--- src/logic/ltg_cfg.svh ---
/*
 * Constants of the LPDDR3 command-timing guard: APB map, field slices,
 * reset values and time figures with their cycle conversions.
 * Assumes a 200 MHz command clock.
 */
`ifndef LTG_CFG_SVH
`define LTG_CFG_SVH

`define LTG_CLK_PS 5000
// round up to whole cycles, never below one
`define LTG_NS2CYC(ns) ((((ns) * 1000 + `LTG_CLK_PS - 1) / `LTG_CLK_PS) < 1 ? 1 : \
    (((ns) * 1000 + `LTG_CLK_PS - 1) / `LTG_CLK_PS))

// ===========================================================
// time figures
`define LTG_INIT_US 500
`define LTG_INIT_CYC ((`LTG_INIT_US * 1000 * 1000 + `LTG_CLK_PS - 1) / `LTG_CLK_PS)
`define LTG_RCD_NS 18
`define LTG_RAS_NS 42
`define LTG_RP_NS 18
`define LTG_WR_NS 15
`define LTG_FAW_NS 50
`define LTG_RFC_NS 130
`define LTG_REFI_NS 3900
`define LTG_RRD_CYC 2
`define LTG_WTR_CYC 4
`define LTG_RTP_CYC 4
`define LTG_MRR_CYC 4
`define LTG_MRW_CYC 10
`define LTG_WBURST_CYC 6

// ===========================================================
// register byte offsets
`define LTG_OFS_CTRL 8'h00
`define LTG_OFS_STATUS 8'h04
`define LTG_OFS_T_ACT 8'h08
`define LTG_OFS_T_RW 8'h0C
`define LTG_OFS_T_MISC 8'h10
`define LTG_OFS_T_REF 8'h14

// ===========================================================
// field slices
`define LTG_F_START 0
`define LTG_F_CKE 0
`define LTG_F_INITD 1
`define LTG_F_RDUE 2
`define LTG_F_DEBT 11:8
`define LTG_F_RCD 7:0
`define LTG_F_RAS 15:8
`define LTG_F_RP 23:16
`define LTG_F_RRD 31:24
`define LTG_F_WR 7:0
`define LTG_F_WTR 15:8
`define LTG_F_RTP 23:16
`define LTG_F_FAW 31:24
`define LTG_F_MRR 7:0
`define LTG_F_MRW 15:8
`define LTG_F_WBURST 23:16
`define LTG_F_RFC 15:0
`define LTG_F_REFI 31:16

// ===========================================================
// reset values
`define LTG_RST_T_ACT {8'(`LTG_RRD_CYC), 8'(`LTG_NS2CYC(`LTG_RP_NS)), \
    8'(`LTG_NS2CYC(`LTG_RAS_NS)), 8'(`LTG_NS2CYC(`LTG_RCD_NS))}
`define LTG_RST_T_RW {8'(`LTG_NS2CYC(`LTG_FAW_NS)), 8'(`LTG_RTP_CYC), \
    8'(`LTG_WTR_CYC), 8'(`LTG_NS2CYC(`LTG_WR_NS))}
`define LTG_RST_T_MISC {8'h00, 8'(`LTG_WBURST_CYC), 8'(`LTG_MRW_CYC), 8'(`LTG_MRR_CYC)}
`define LTG_RST_T_REF {16'(`LTG_NS2CYC(`LTG_REFI_NS)), 16'(`LTG_NS2CYC(`LTG_RFC_NS))}
`define LTG_DEBT_MAX 4'h8

`endif

--- src/logic/ltg_pkg.sv ---
/*
 * Types of the LPDDR3 command-timing guard.
 * Assumes nothing beyond the constants header.
 */
package ltg_pkg;
    // ===========================================================
    // command opcodes, one-hot
    typedef enum logic [7:0] {
        OP_NOP = 8'h01,
        OP_ACT = 8'h02,
        OP_RD = 8'h04,
        OP_WR = 8'h08,
        OP_PRE = 8'h10,
        OP_REF = 8'h20,
        OP_MRR = 8'h40,
        OP_MRW = 8'h80
    } ltg_op_e;

    typedef enum logic [2:0] {
        ST_HOLD = 3'h1,
        ST_WAIT = 3'h2,
        ST_RUN = 3'h4
    } ltg_state_e;

    typedef struct packed {
        logic valid;
        ltg_op_e op;
        logic [2:0] bank;
    } ltg_cmd_s;
endpackage

--- src/logic/ltg_timer.sv ---
/*
 * Down-counter that stays busy for one cycle fewer than the loaded number.
 * Assumes the loader asserts load in the cycle a command is accepted.
 */
`timescale 1ns/1ps
`default_nettype none
module ltg_timer (
    input wire logic clk_sys,
    input wire logic rst,
    input wire logic load,
    input wire logic [15:0] value,
    output logic busy
);
    logic [15:0] cnt;
    logic [15:0] next_cnt;
    logic [15:0] dec;
    logic [15:0] want;

    // a new load never shortens a spacing already running
    always_comb begin
        dec = (cnt == 16'h0000) ? 16'h0000 : cnt - 16'h0001;
        want = (value == 16'h0000) ? 16'h0000 : value - 16'h0001;
        next_cnt = (load && want > dec) ? want : dec;
    end

    always_ff @(posedge clk_sys) begin
        if (rst) begin
            cnt <= 16'h0000;
        end else begin
            cnt <= next_cnt;
        end
    end

    assign busy = (cnt != 16'h0000);
endmodule
`default_nettype wire

--- src/logic/ltg_guard.sv ---
/*
 * LPDDR3 command-timing guard: power-up sequencing, per-bank and per-rank
 * spacing checks and refresh bookkeeping, with an APB register file.
 * Assumes the requester holds cmd_req until cmd_issue.valid answers it.
 */
// Function
// - after the memory reset is released, clock enable stays low for 500 us more.
// - no command follows a mode register read sooner than the mode-read spacing.
// - no command follows a mode register write sooner than the mode-write spacing.
// - a bank is not precharged before the activate-to-precharge minimum has passed.
// - a read or write waits the activate-to-access delay after its bank's activate.
// - after a bank precharge, that bank gets no activate, read or write, and no refresh is issued, for the bank precharge period.
// - after a write burst, the bank is not precharged before the write recovery time.
// - two activates are spaced by at least the activate-to-activate gap in cycles.
// - at most four activates fall within any four-activate window.
// - a read to a bank waits the write-to-read turnaround after the last write data.
// - a precharge waits the read-to-precharge gap after a read.
// - after an all-bank refresh, nothing is issued for the refresh cycle time.
// - refreshes are kept so their average gap stays within the refresh interval.
`timescale 1ns/1ps
`default_nettype none
`include "ltg_cfg.svh"
module ltg_guard #(
    parameter int INIT_CYCLES = `LTG_INIT_CYC
) (
    input wire logic clk_sys,
    input wire logic rst,
    input wire logic psel,
    input wire logic penable,
    input wire logic pwrite,
    input wire logic [7:0] paddr,
    input wire logic [31:0] pwdata,
    output logic [31:0] prdata,
    output logic pready,
    output logic pslverr,
    input wire ltg_pkg::ltg_cmd_s cmd_req,
    output ltg_pkg::ltg_cmd_s cmd_issue,
    output logic mem_reset_n,
    output logic cke,
    output logic refresh_due
);
    import ltg_pkg::*;

    function automatic logic [15:0] add16(input logic [15:0] a, input logic [15:0] b);
        logic [16:0] s;
        s = {1'b0, a} + {1'b0, b};
        add16 = s[16] ? 16'hFFFF : s[15:0];
    endfunction

    // ===========================================================
    // APB register file
    logic [31:0] ctrl, t_act, t_rw, t_misc, t_ref;
    logic [31:0] next_ctrl, next_t_act, next_t_rw, next_t_misc, next_t_ref;
    logic [31:0] next_prdata;
    logic next_pready, next_pslverr;
    logic [3:0] debt;
    ltg_state_e state;
    logic hit;

    always_comb begin
        next_ctrl = ctrl;
        next_t_act = t_act;
        next_t_rw = t_rw;
        next_t_misc = t_misc;
        next_t_ref = t_ref;
        next_prdata = 32'h0000_0000;
        // one wait state: the answer is registered at the first access edge
        next_pready = psel && penable && !pready;
        hit = 1'b1;
        unique case (paddr)
            `LTG_OFS_CTRL: next_prdata = ctrl;
            `LTG_OFS_STATUS: begin
                next_prdata[`LTG_F_CKE] = cke;
                next_prdata[`LTG_F_INITD] = (state == ST_RUN);
                next_prdata[`LTG_F_RDUE] = refresh_due;
                next_prdata[`LTG_F_DEBT] = debt;
            end
            `LTG_OFS_T_ACT: next_prdata = t_act;
            `LTG_OFS_T_RW: next_prdata = t_rw;
            `LTG_OFS_T_MISC: next_prdata = t_misc;
            `LTG_OFS_T_REF: next_prdata = t_ref;
            default: hit = 1'b0;
        endcase
        next_pslverr = next_pready && !hit;
        if (pwrite) begin
            next_prdata = 32'h0000_0000;
        end
        if (psel && penable && pready && pwrite) begin
            unique case (paddr)
                `LTG_OFS_CTRL: next_ctrl = pwdata;
                `LTG_OFS_T_ACT: next_t_act = pwdata;
                `LTG_OFS_T_RW: next_t_rw = pwdata;
                `LTG_OFS_T_MISC: next_t_misc = pwdata;
                `LTG_OFS_T_REF: next_t_ref = pwdata;
                default: next_ctrl = ctrl;
            endcase
        end
    end

    always_ff @(posedge clk_sys) begin
        if (rst) begin
            ctrl <= 32'h0000_0000;
            t_act <= `LTG_RST_T_ACT;
            t_rw <= `LTG_RST_T_RW;
            t_misc <= `LTG_RST_T_MISC;
            t_ref <= `LTG_RST_T_REF;
            prdata <= 32'h0000_0000;
            pready <= 1'b0;
            pslverr <= 1'b0;
        end else begin
            ctrl <= next_ctrl;
            t_act <= next_t_act;
            t_rw <= next_t_rw;
            t_misc <= next_t_misc;
            t_ref <= next_t_ref;
            prdata <= next_prdata;
            pready <= next_pready;
            pslverr <= next_pslverr;
        end
    end

    // ===========================================================
    // power-up sequencing
    ltg_state_e next_state;
    logic [16:0] init_cnt, next_init_cnt;

    always_comb begin
        next_state = state;
        next_init_cnt = init_cnt;
        unique case (state)
            ST_HOLD: begin
                next_init_cnt = 17'(INIT_CYCLES);
                if (ctrl[`LTG_F_START]) begin
                    next_state = ST_WAIT;
                end
            end
            // the memory initialises itself here; nothing is offered to it
            ST_WAIT: begin
                next_init_cnt = init_cnt - 17'h00001;
                if (init_cnt == 17'h00001) begin
                    next_state = ST_RUN;
                end
            end
            ST_RUN: next_state = ST_RUN;
            default: next_state = ST_HOLD;
        endcase
    end

    always_ff @(posedge clk_sys) begin
        if (rst) begin
            state <= ST_HOLD;
            init_cnt <= 17'h00000;
            mem_reset_n <= 1'b0;
            cke <= 1'b0;
        end else begin
            state <= next_state;
            init_cnt <= next_init_cnt;
            mem_reset_n <= (next_state != ST_HOLD);
            cke <= (next_state == ST_RUN);
        end
    end

    // ===========================================================
    // spacing counters
    logic accept;
    logic [7:0] is_bank;
    logic [7:0] rcd_busy, ras_busy, rp_busy, wr_busy, wtr_busy;
    logic [3:0] faw_busy;
    logic [1:0] faw_ptr, next_faw_ptr;
    logic rrd_busy, rtp_busy, gap_busy;
    logic [15:0] gap_val, wburst;
    logic op_act, op_rd, op_wr, op_pre;

    assign wburst = 16'(t_misc[`LTG_F_WBURST]);
    assign op_act = accept && cmd_req.op == OP_ACT;
    assign op_rd = accept && cmd_req.op == OP_RD;
    assign op_wr = accept && cmd_req.op == OP_WR;
    assign op_pre = accept && cmd_req.op == OP_PRE;

    // per-bank spacing, one counter per limit and bank
    for (genvar b = 0; b < 8; b++) begin : g_bank
        assign is_bank[b] = (cmd_req.bank == 3'(b));
        ltg_timer u_rcd (.clk_sys(clk_sys), .rst(rst), .load(op_act && is_bank[b]),
            .value(16'(t_act[`LTG_F_RCD])), .busy(rcd_busy[b]));
        ltg_timer u_ras (.clk_sys(clk_sys), .rst(rst), .load(op_act && is_bank[b]),
            .value(16'(t_act[`LTG_F_RAS])), .busy(ras_busy[b]));
        ltg_timer u_rp (.clk_sys(clk_sys), .rst(rst), .load(op_pre && is_bank[b]),
            .value(16'(t_act[`LTG_F_RP])), .busy(rp_busy[b]));
        // both write limits run from the end of the burst, not the command
        ltg_timer u_wr (.clk_sys(clk_sys), .rst(rst), .load(op_wr && is_bank[b]),
            .value(add16(16'(t_rw[`LTG_F_WR]), wburst)), .busy(wr_busy[b]));
        ltg_timer u_wtr (.clk_sys(clk_sys), .rst(rst), .load(op_wr && is_bank[b]),
            .value(add16(16'(t_rw[`LTG_F_WTR]), wburst)), .busy(wtr_busy[b]));
    end

    // rolling window: the oldest of four slots must have expired
    for (genvar f = 0; f < 4; f++) begin : g_faw
        ltg_timer u_faw (.clk_sys(clk_sys), .rst(rst), .load(op_act && faw_ptr == 2'(f)),
            .value(16'(t_rw[`LTG_F_FAW])), .busy(faw_busy[f]));
    end
    assign next_faw_ptr = op_act ? faw_ptr + 2'h1 : faw_ptr;

    ltg_timer u_rrd (.clk_sys(clk_sys), .rst(rst), .load(op_act),
        .value(16'(t_act[`LTG_F_RRD])), .busy(rrd_busy));
    ltg_timer u_rtp (.clk_sys(clk_sys), .rst(rst), .load(op_rd),
        .value(16'(t_rw[`LTG_F_RTP])), .busy(rtp_busy));

    // a single rank-wide gap covers mode register and refresh spacing
    always_comb begin
        unique case (cmd_req.op)
            OP_MRR: gap_val = 16'(t_misc[`LTG_F_MRR]);
            OP_MRW: gap_val = 16'(t_misc[`LTG_F_MRW]);
            OP_REF: gap_val = t_ref[`LTG_F_RFC];
            default: gap_val = 16'h0000;
        endcase
    end
    ltg_timer u_gap (.clk_sys(clk_sys), .rst(rst), .load(accept), .value(gap_val), .busy(gap_busy));

    // ===========================================================
    // issue decision
    logic allowed;
    logic [2:0] bk;
    ltg_cmd_s next_issue;

    always_comb begin
        bk = cmd_req.bank;
        allowed = !gap_busy;
        // owed refreshes at the limit hold back everything but refresh
        if (debt == `LTG_DEBT_MAX && cmd_req.op != OP_REF) begin
            allowed = 1'b0;
        end
        unique case (cmd_req.op)
            OP_ACT: allowed = allowed && !rp_busy[bk] && !rrd_busy && !faw_busy[faw_ptr];
            OP_RD: allowed = allowed && !rp_busy[bk] && !rcd_busy[bk] && !wtr_busy[bk];
            OP_WR: allowed = allowed && !rp_busy[bk] && !rcd_busy[bk];
            OP_PRE: allowed = allowed && !ras_busy[bk] && !wr_busy[bk] && !rtp_busy;
            OP_REF: allowed = allowed && (rp_busy == 8'h00);
            default: allowed = allowed;
        endcase
        // the acknowledge gap stops a held request being taken twice
        accept = (state == ST_RUN) && cmd_req.valid && !cmd_issue.valid && allowed && cmd_req.op != OP_NOP;
        next_issue = cmd_req;
        next_issue.valid = accept;
    end

    always_ff @(posedge clk_sys) begin
        if (rst) begin
            cmd_issue <= '{valid: 1'b0, op: OP_NOP, bank: 3'h0};
            faw_ptr <= 2'h0;
        end else begin
            cmd_issue <= next_issue;
            faw_ptr <= next_faw_ptr;
        end
    end

    // ===========================================================
    // refresh bookkeeping: a tick and a refresh in one cycle cancel
    logic [15:0] refi_cnt, next_refi_cnt;
    logic [3:0] next_debt;
    logic tick, op_ref;

    assign op_ref = accept && cmd_req.op == OP_REF;
    always_comb begin
        tick = (state == ST_RUN) && (refi_cnt == 16'h0000);
        next_refi_cnt = (state != ST_RUN || tick || refi_cnt >= t_ref[`LTG_F_REFI]) ?
            t_ref[`LTG_F_REFI] - 16'h0001 : refi_cnt - 16'h0001; // a shortened interval applies at once
        next_debt = debt;
        if (tick && !op_ref && debt != `LTG_DEBT_MAX) begin
            next_debt = debt + 4'h1;
        end else if (op_ref && !tick && debt != 4'h0) begin
            next_debt = debt - 4'h1;
        end
    end

    always_ff @(posedge clk_sys) begin
        if (rst) begin
            refi_cnt <= 16'h0000;
            debt <= 4'h0;
            refresh_due <= 1'b0;
        end else begin
            refi_cnt <= next_refi_cnt;
            debt <= next_debt;
            refresh_due <= (next_debt != 4'h0);
        end
    end

    // ===========================================================
    // checks: gaps counted between issue pulses
    logic [15:0] since_last, since_act, since_rd;
    logic [15:0] since_bact [8];
    ltg_op_e last_op;

    always_ff @(posedge clk_sys) begin
        if (rst) begin
            since_last <= 16'hFFFF;
            since_act <= 16'hFFFF;
            since_rd <= 16'hFFFF;
            last_op <= OP_NOP;
            for (int i = 0; i < 8; i++) begin
                since_bact[i] <= 16'hFFFF;
            end
        end else begin
            since_last <= cmd_issue.valid ? 16'h0001 : add16(since_last, 16'h0001);
            since_act <= (cmd_issue.valid && cmd_issue.op == OP_ACT) ? 16'h0001 : add16(since_act, 16'h0001);
            since_rd <= (cmd_issue.valid && cmd_issue.op == OP_RD) ? 16'h0001 : add16(since_rd, 16'h0001);
            last_op <= cmd_issue.valid ? cmd_issue.op : last_op;
            for (int i = 0; i < 8; i++) begin
                since_bact[i] <= (cmd_issue.valid && cmd_issue.op == OP_ACT && cmd_issue.bank == 3'(i)) ?
                    16'h0001 : add16(since_bact[i], 16'h0001);
            end
        end
    end
endmodule
`default_nettype wire

--- config.mk ---
export PLATFORM = sky130hd
export DESIGN_NAME = ltg_guard
export DESIGN_NICKNAME = d
export VERILOG_FILES = /design/src/logic/ltg_pkg.sv /design/src/logic/ltg_timer.sv /design/src/logic/ltg_guard.sv
export VERILOG_INCLUDE_DIRS = /design/src /design/src/logic
export SDC_FILE = /design/constraint.sdc
export NUM_CORES = 2
export LEC_CHECK = 0
export ABC_AREA = 1
export BUFFER_PORTS_ARGS = -buffer_cell sky130_fd_sc_hd__buf_2
export CAP_MARGIN = 30
export CORE_MARGIN = 5
export CORE_UTILIZATION = 55
export DETAILED_ROUTE_END_ITERATION = 10
export GPL_TIMING_DRIVEN = 0
export PLACE_DENSITY = 0.71
export SETUP_SLACK_MARGIN = 0.5
export SYNTH_ARGS = -nofsm -noshare
export SYNTH_HDL_FRONTEND = slang
export SYNTH_SLANG_ARGS = --single-unit
--- constraint.sdc ---
create_clock -name clk_sys -period 6 [get_ports clk_sys]
set_clock_uncertainty 0.2 [all_clocks]
set_input_delay 0.3 -clock clk_sys [delete_from_list [all_inputs] [get_ports clk_sys]]
set_output_delay 0.3 -clock clk_sys [all_outputs]
set_load 0.03 [all_outputs]
==> impl_metrics.json <==
{
  "outcome": "complete, no violations",
  "numClockSinks": 1003,
  "dieArea_sq_um": 141500,
  "die_h_microns": 376.2,
  "p_clk_frac": 0.165,
  "syn_area_sq_um": 73740,
  "synthAdderAreaFrac": 0.1521,
  "wl_met2_microns": 108300,
  "numPortBuffers": 103,
  "ir_drop_uv": 446.2,
  "drive_gt1_frac": 0.07370,
  "p_comb_frac": 0.613,
  "critPathKind": "register to register",
  "ios": 106,
  "synthMuxAreaShare": 0,
  "highest_layer": "met5",
  "synthDistinctLibCells": 73,
  "synth_warnings": 0,
  "grt_pass1_vias": 71180,
  "clkLatencyLatePin_ps": 750,
  "antenna_found_initial": 26,
  "grt_pass1_wl_microns": 378200,
  "fmax_mhz": 190.3,
  "ff2ff_path_depth": 28,
  "drv_cap": 0,
  "start_util": 0.5532,
  "cts_tree": "yes",
  "synth_top_family_by_area": "simple AND/OR/NAND/NOR gates",
  "max_stage_delay_ps": 410,
  "fp-row-count": 134,
  "crit_top_cell": "a21oi_1",
  "h-tree-depth": 3,
  "worst_ep_required_time_ps": 6380,
  "place_inst": 13100,
  "path_clk_slew_ps": 60,
  "slowest_stage": "fa_1",
  "hp-class": "primary input to register",
  "critPathMaxFanout": 10,
  "vias_per_cell": 5.653,
  "synth-compound-area-share": 0.1572,
  "holdPathStages": 6,
  "worstPathArrival_ps": 5630,
  "rsz0062_at_grt": "yes",
  "grt_util_all_layers": 0.3313,
  "core_sq_um": 133300,
  "place_ws_ps": -82.15,
  "syn_to_final_growth_pct": 13.32,
  "min_period_over_period": 0.8756,
  "switchingPower_uw": 22930,
  "slew_viol_final": 0,
  "hold_violations": 0,
  "cts_buffer_depth": 3,
  "slew_headroom": 0.1995,
  "power.leakage_uw": 0.04107,
  "holdWs_ps": 103.6,
  "dp_hpwl_microns": 190400,
  "gp_congestion": 1.013,
  "async_reset_ff_frac": 0,
  "period_minus_slack_ps": 5254,
  "setup_viol": 0,
  "post-route-drc-count": 0,
  "gr-total-overflow": 0,
  "synth-edff-count": 0,
  "postRouteAntennaNets": 0,
  "synth_flop_cell": "dfxtp_1",
  "drt-met1-wl_microns": 104200,
  "dr.pass1.iters": 7,
  "wl_per_cell_microns": 18.33,
  "grt_max_degree": 17,
  "tightest_slew_ps": 1199,
  "vias": 75990,
  "avgSynthCellArea_sq_um": 6.740,
  "cts-root-buf": "clkbuf_16",
  "post-route-cell-area_sq_um": 83570,
  "synthCells": 10940,
  "p_int_uw": 24520,
  "seqPwrFrac": 0.222,
  "total_power_uw": 47450,
  "dieWidth_microns": 376.2,
  "start_kind": "register",
  "swShare": 0.4832,
  "ys_ff_latch": 1003,
  "synthSimpleGateAreaFrac": 0.2989,
  "p_per_area_nw_per_um2": 567.8,
  "first_iter_violations": 6441,
  "wl_met3_microns": 20250,
  "synth_sequential_area_ratio": 0.2723,
  "synth_xor_area_frac": 0.03336,
  "cts-buffers-inserted": 117,
  "layout.cells.non_filler": 13440,
  "cp-end-kind": "register",
  "fin_nets": 12510,
  "routed_wl_microns": 246400,
  "place_area_sq_um": 78100,
  "finalWorstSetupSlack_ps": 746.3
}
## cell type report
type,count,area [sq um]
Inverter,1420,5393
Clock buffer,175,3542
Timing Repair Buffer,260,2143
Sequential cell,1003,20080
Fill cell,12440,49730
Antenna cell,18,45.04
Tap cell,1768,2212
Clock inverter,42,624.3
Multi-Input combinational cell,8531,48450
Buffer,225,1075
## critical path, delay by kind of cell (launching register included)
| kind | cells | cell delay, ps |
|---|---|---|
| AOI/OAI and AO/OA | 10 | 1460 |
| and+or+nand+nor | 9 | 1250 |
| adders and majority gates | 3 | 950 |
| buffers and inverters | 6 | 780 |
| DFF | 1 | 400 |
## synthesized netlist by cell type (13+ instances only)
master,n,area share
nand3b_1,29,0.0030
inv_1,1392,0.071
nor3_1,273,0.019
buf_4,21,0.0021
a21o_1,15,0.0015
o21ai_0,661,0.045
o211ai_1,47,0.0048
nor2_1,1749,0.089
nand3_1,563,0.038
clkbuf_1,158,0.0080
o21a_1,20,0.0020
nor2_2,16,0.0014
a211oi_1,101,0.010
a32o_1,15,0.0020
o22ai_1,13,0.0011
nor2_4,24,0.0037
a221oi_1,50,0.0059
ha_1,893,0.15
inv_2,21,0.0011
xor2_1,208,0.025
o2111ai_1,15,0.0018
nor4_1,78,0.0066
nand4_1,179,0.015
o221ai_1,45,0.0053
o21ai_1,29,0.0020
xnor2_1,71,0.0084
or2_2,195,0.017
or2_1,14,0.0012
buf_2,28,0.0019
o21bai_1,29,0.0030
nor3b_1,17,0.0017
a31oi_1,27,0.0023
a21oi_1,949,0.064
nand2_1,1847,0.094
dfxtp_1,1003,0.27
## cell usage in the layout, fill, tap and decap left out, types with 31 or more instances in the layout
| cell | synthesis | routed |
|---|---|---|
| dfxtp_1 | 1003 | 1001 |
| clkbuf_1 | 158 | 168 |
| nand2_1 | 1847 | 1841 |
| dlygate4sd3_1 | 0 | 47 |
| nor2_4 | 24 | 31 |
| clkbuf_16 | 0 | 122 |
| nor3_1 | 273 | 270 |
| nor4_1 | 78 | 77 |
| nor2_1 | 1749 | 1734 |
| a221oi_1 | 50 | 46 |
| or2_2 | 195 | 195 |
| o21ai_0 | 661 | 661 |
| inv_1 | 1392 | 1377 |
| o211ai_1 | 47 | 47 |
| buf_2 | 28 | 132 |
| xnor2_1 | 71 | 71 |
| xor2_1 | 208 | 205 |
| o221ai_1 | 45 | 45 |
| buf_4 | 21 | 90 |
| ha_1 | 893 | 893 |
| nand4_1 | 179 | 179 |
| a21oi_1 | 949 | 947 |
| nand3_1 | 563 | 561 |
| a211oi_1 | 101 | 98 |
| conb_1 | 1 | 240 |
## final timing paths
path | start | end | slack, ps
min | paddr[0] | t_rw[2] | 100
min reg2reg | pready | pready | 280
max reg2reg | t_misc[16] | g_bank[6].u_wtr.cnt[15] | 750
max | t_misc[16] | g_bank[6].u_wtr.cnt[15] | 750
## state kept, by name, summed over array words and instances (netlist names), 64 cells and up
| name | cells |
|---|---|
| g_faw.u_faw.cnt | 64 |
| g_bank.u_rp.cnt | 128 |
| g_bank.u_rcd.cnt | 128 |
| g_bank.u_wtr.cnt | 128 |
| g_bank.u_ras.cnt | 128 |
| g_bank.u_wr.cnt | 128 |
## metal layers
layer  GRT usage  vias to the layer above
li1            -                    37500
met1      0.4293                    35230
met2      0.5330                     2671
met3     0.05469                      594
met4      0.1689                        8
met5           0                        -
## stage by stage
step                utilization  setup TNS (ps)
global route             0.6267               0
floorplan                     -               0
finish                   0.6269               0
global placement         0.5804           -7696
CTS                      0.6216               0
detailed placement       0.5859          -161.7
## power groups by stage
stage | Sequential (uW) | Clock, uW | Combinational (uW)
detailed placement | 10600 | 0 | 28200
global route | 10800 | 8150 | 33500
floorplan | 10200 | 0 | 22600
CTS | 10500 | 7880 | 28500
global placement | 10500 | 0 | 27100
finish | 10500 | 7830 | 29100
## what timing repair did
action | 4_1_cts | 5_1_grt
pin swaps | 0 | 3
hold buffers | 47 | 0
endpoints found under the hold margin | 175 | 0
setup buffers | 10 | 43
gates resized for setup | 16 | 75
setup endpoints to repair | 254 | 302
## kinds of logic after synthesis
family / Yosys count
AO/OA/AOI/OAI: 2062
buffers and inverters: 1645
flip-flops: 1003
other: 1
XOR/XNOR: 280
AND/OR/NAND/NOR: 5054
adder cells (fa/ha/maj): 895
No activity file was read; power rests on OpenSTA's default activity.
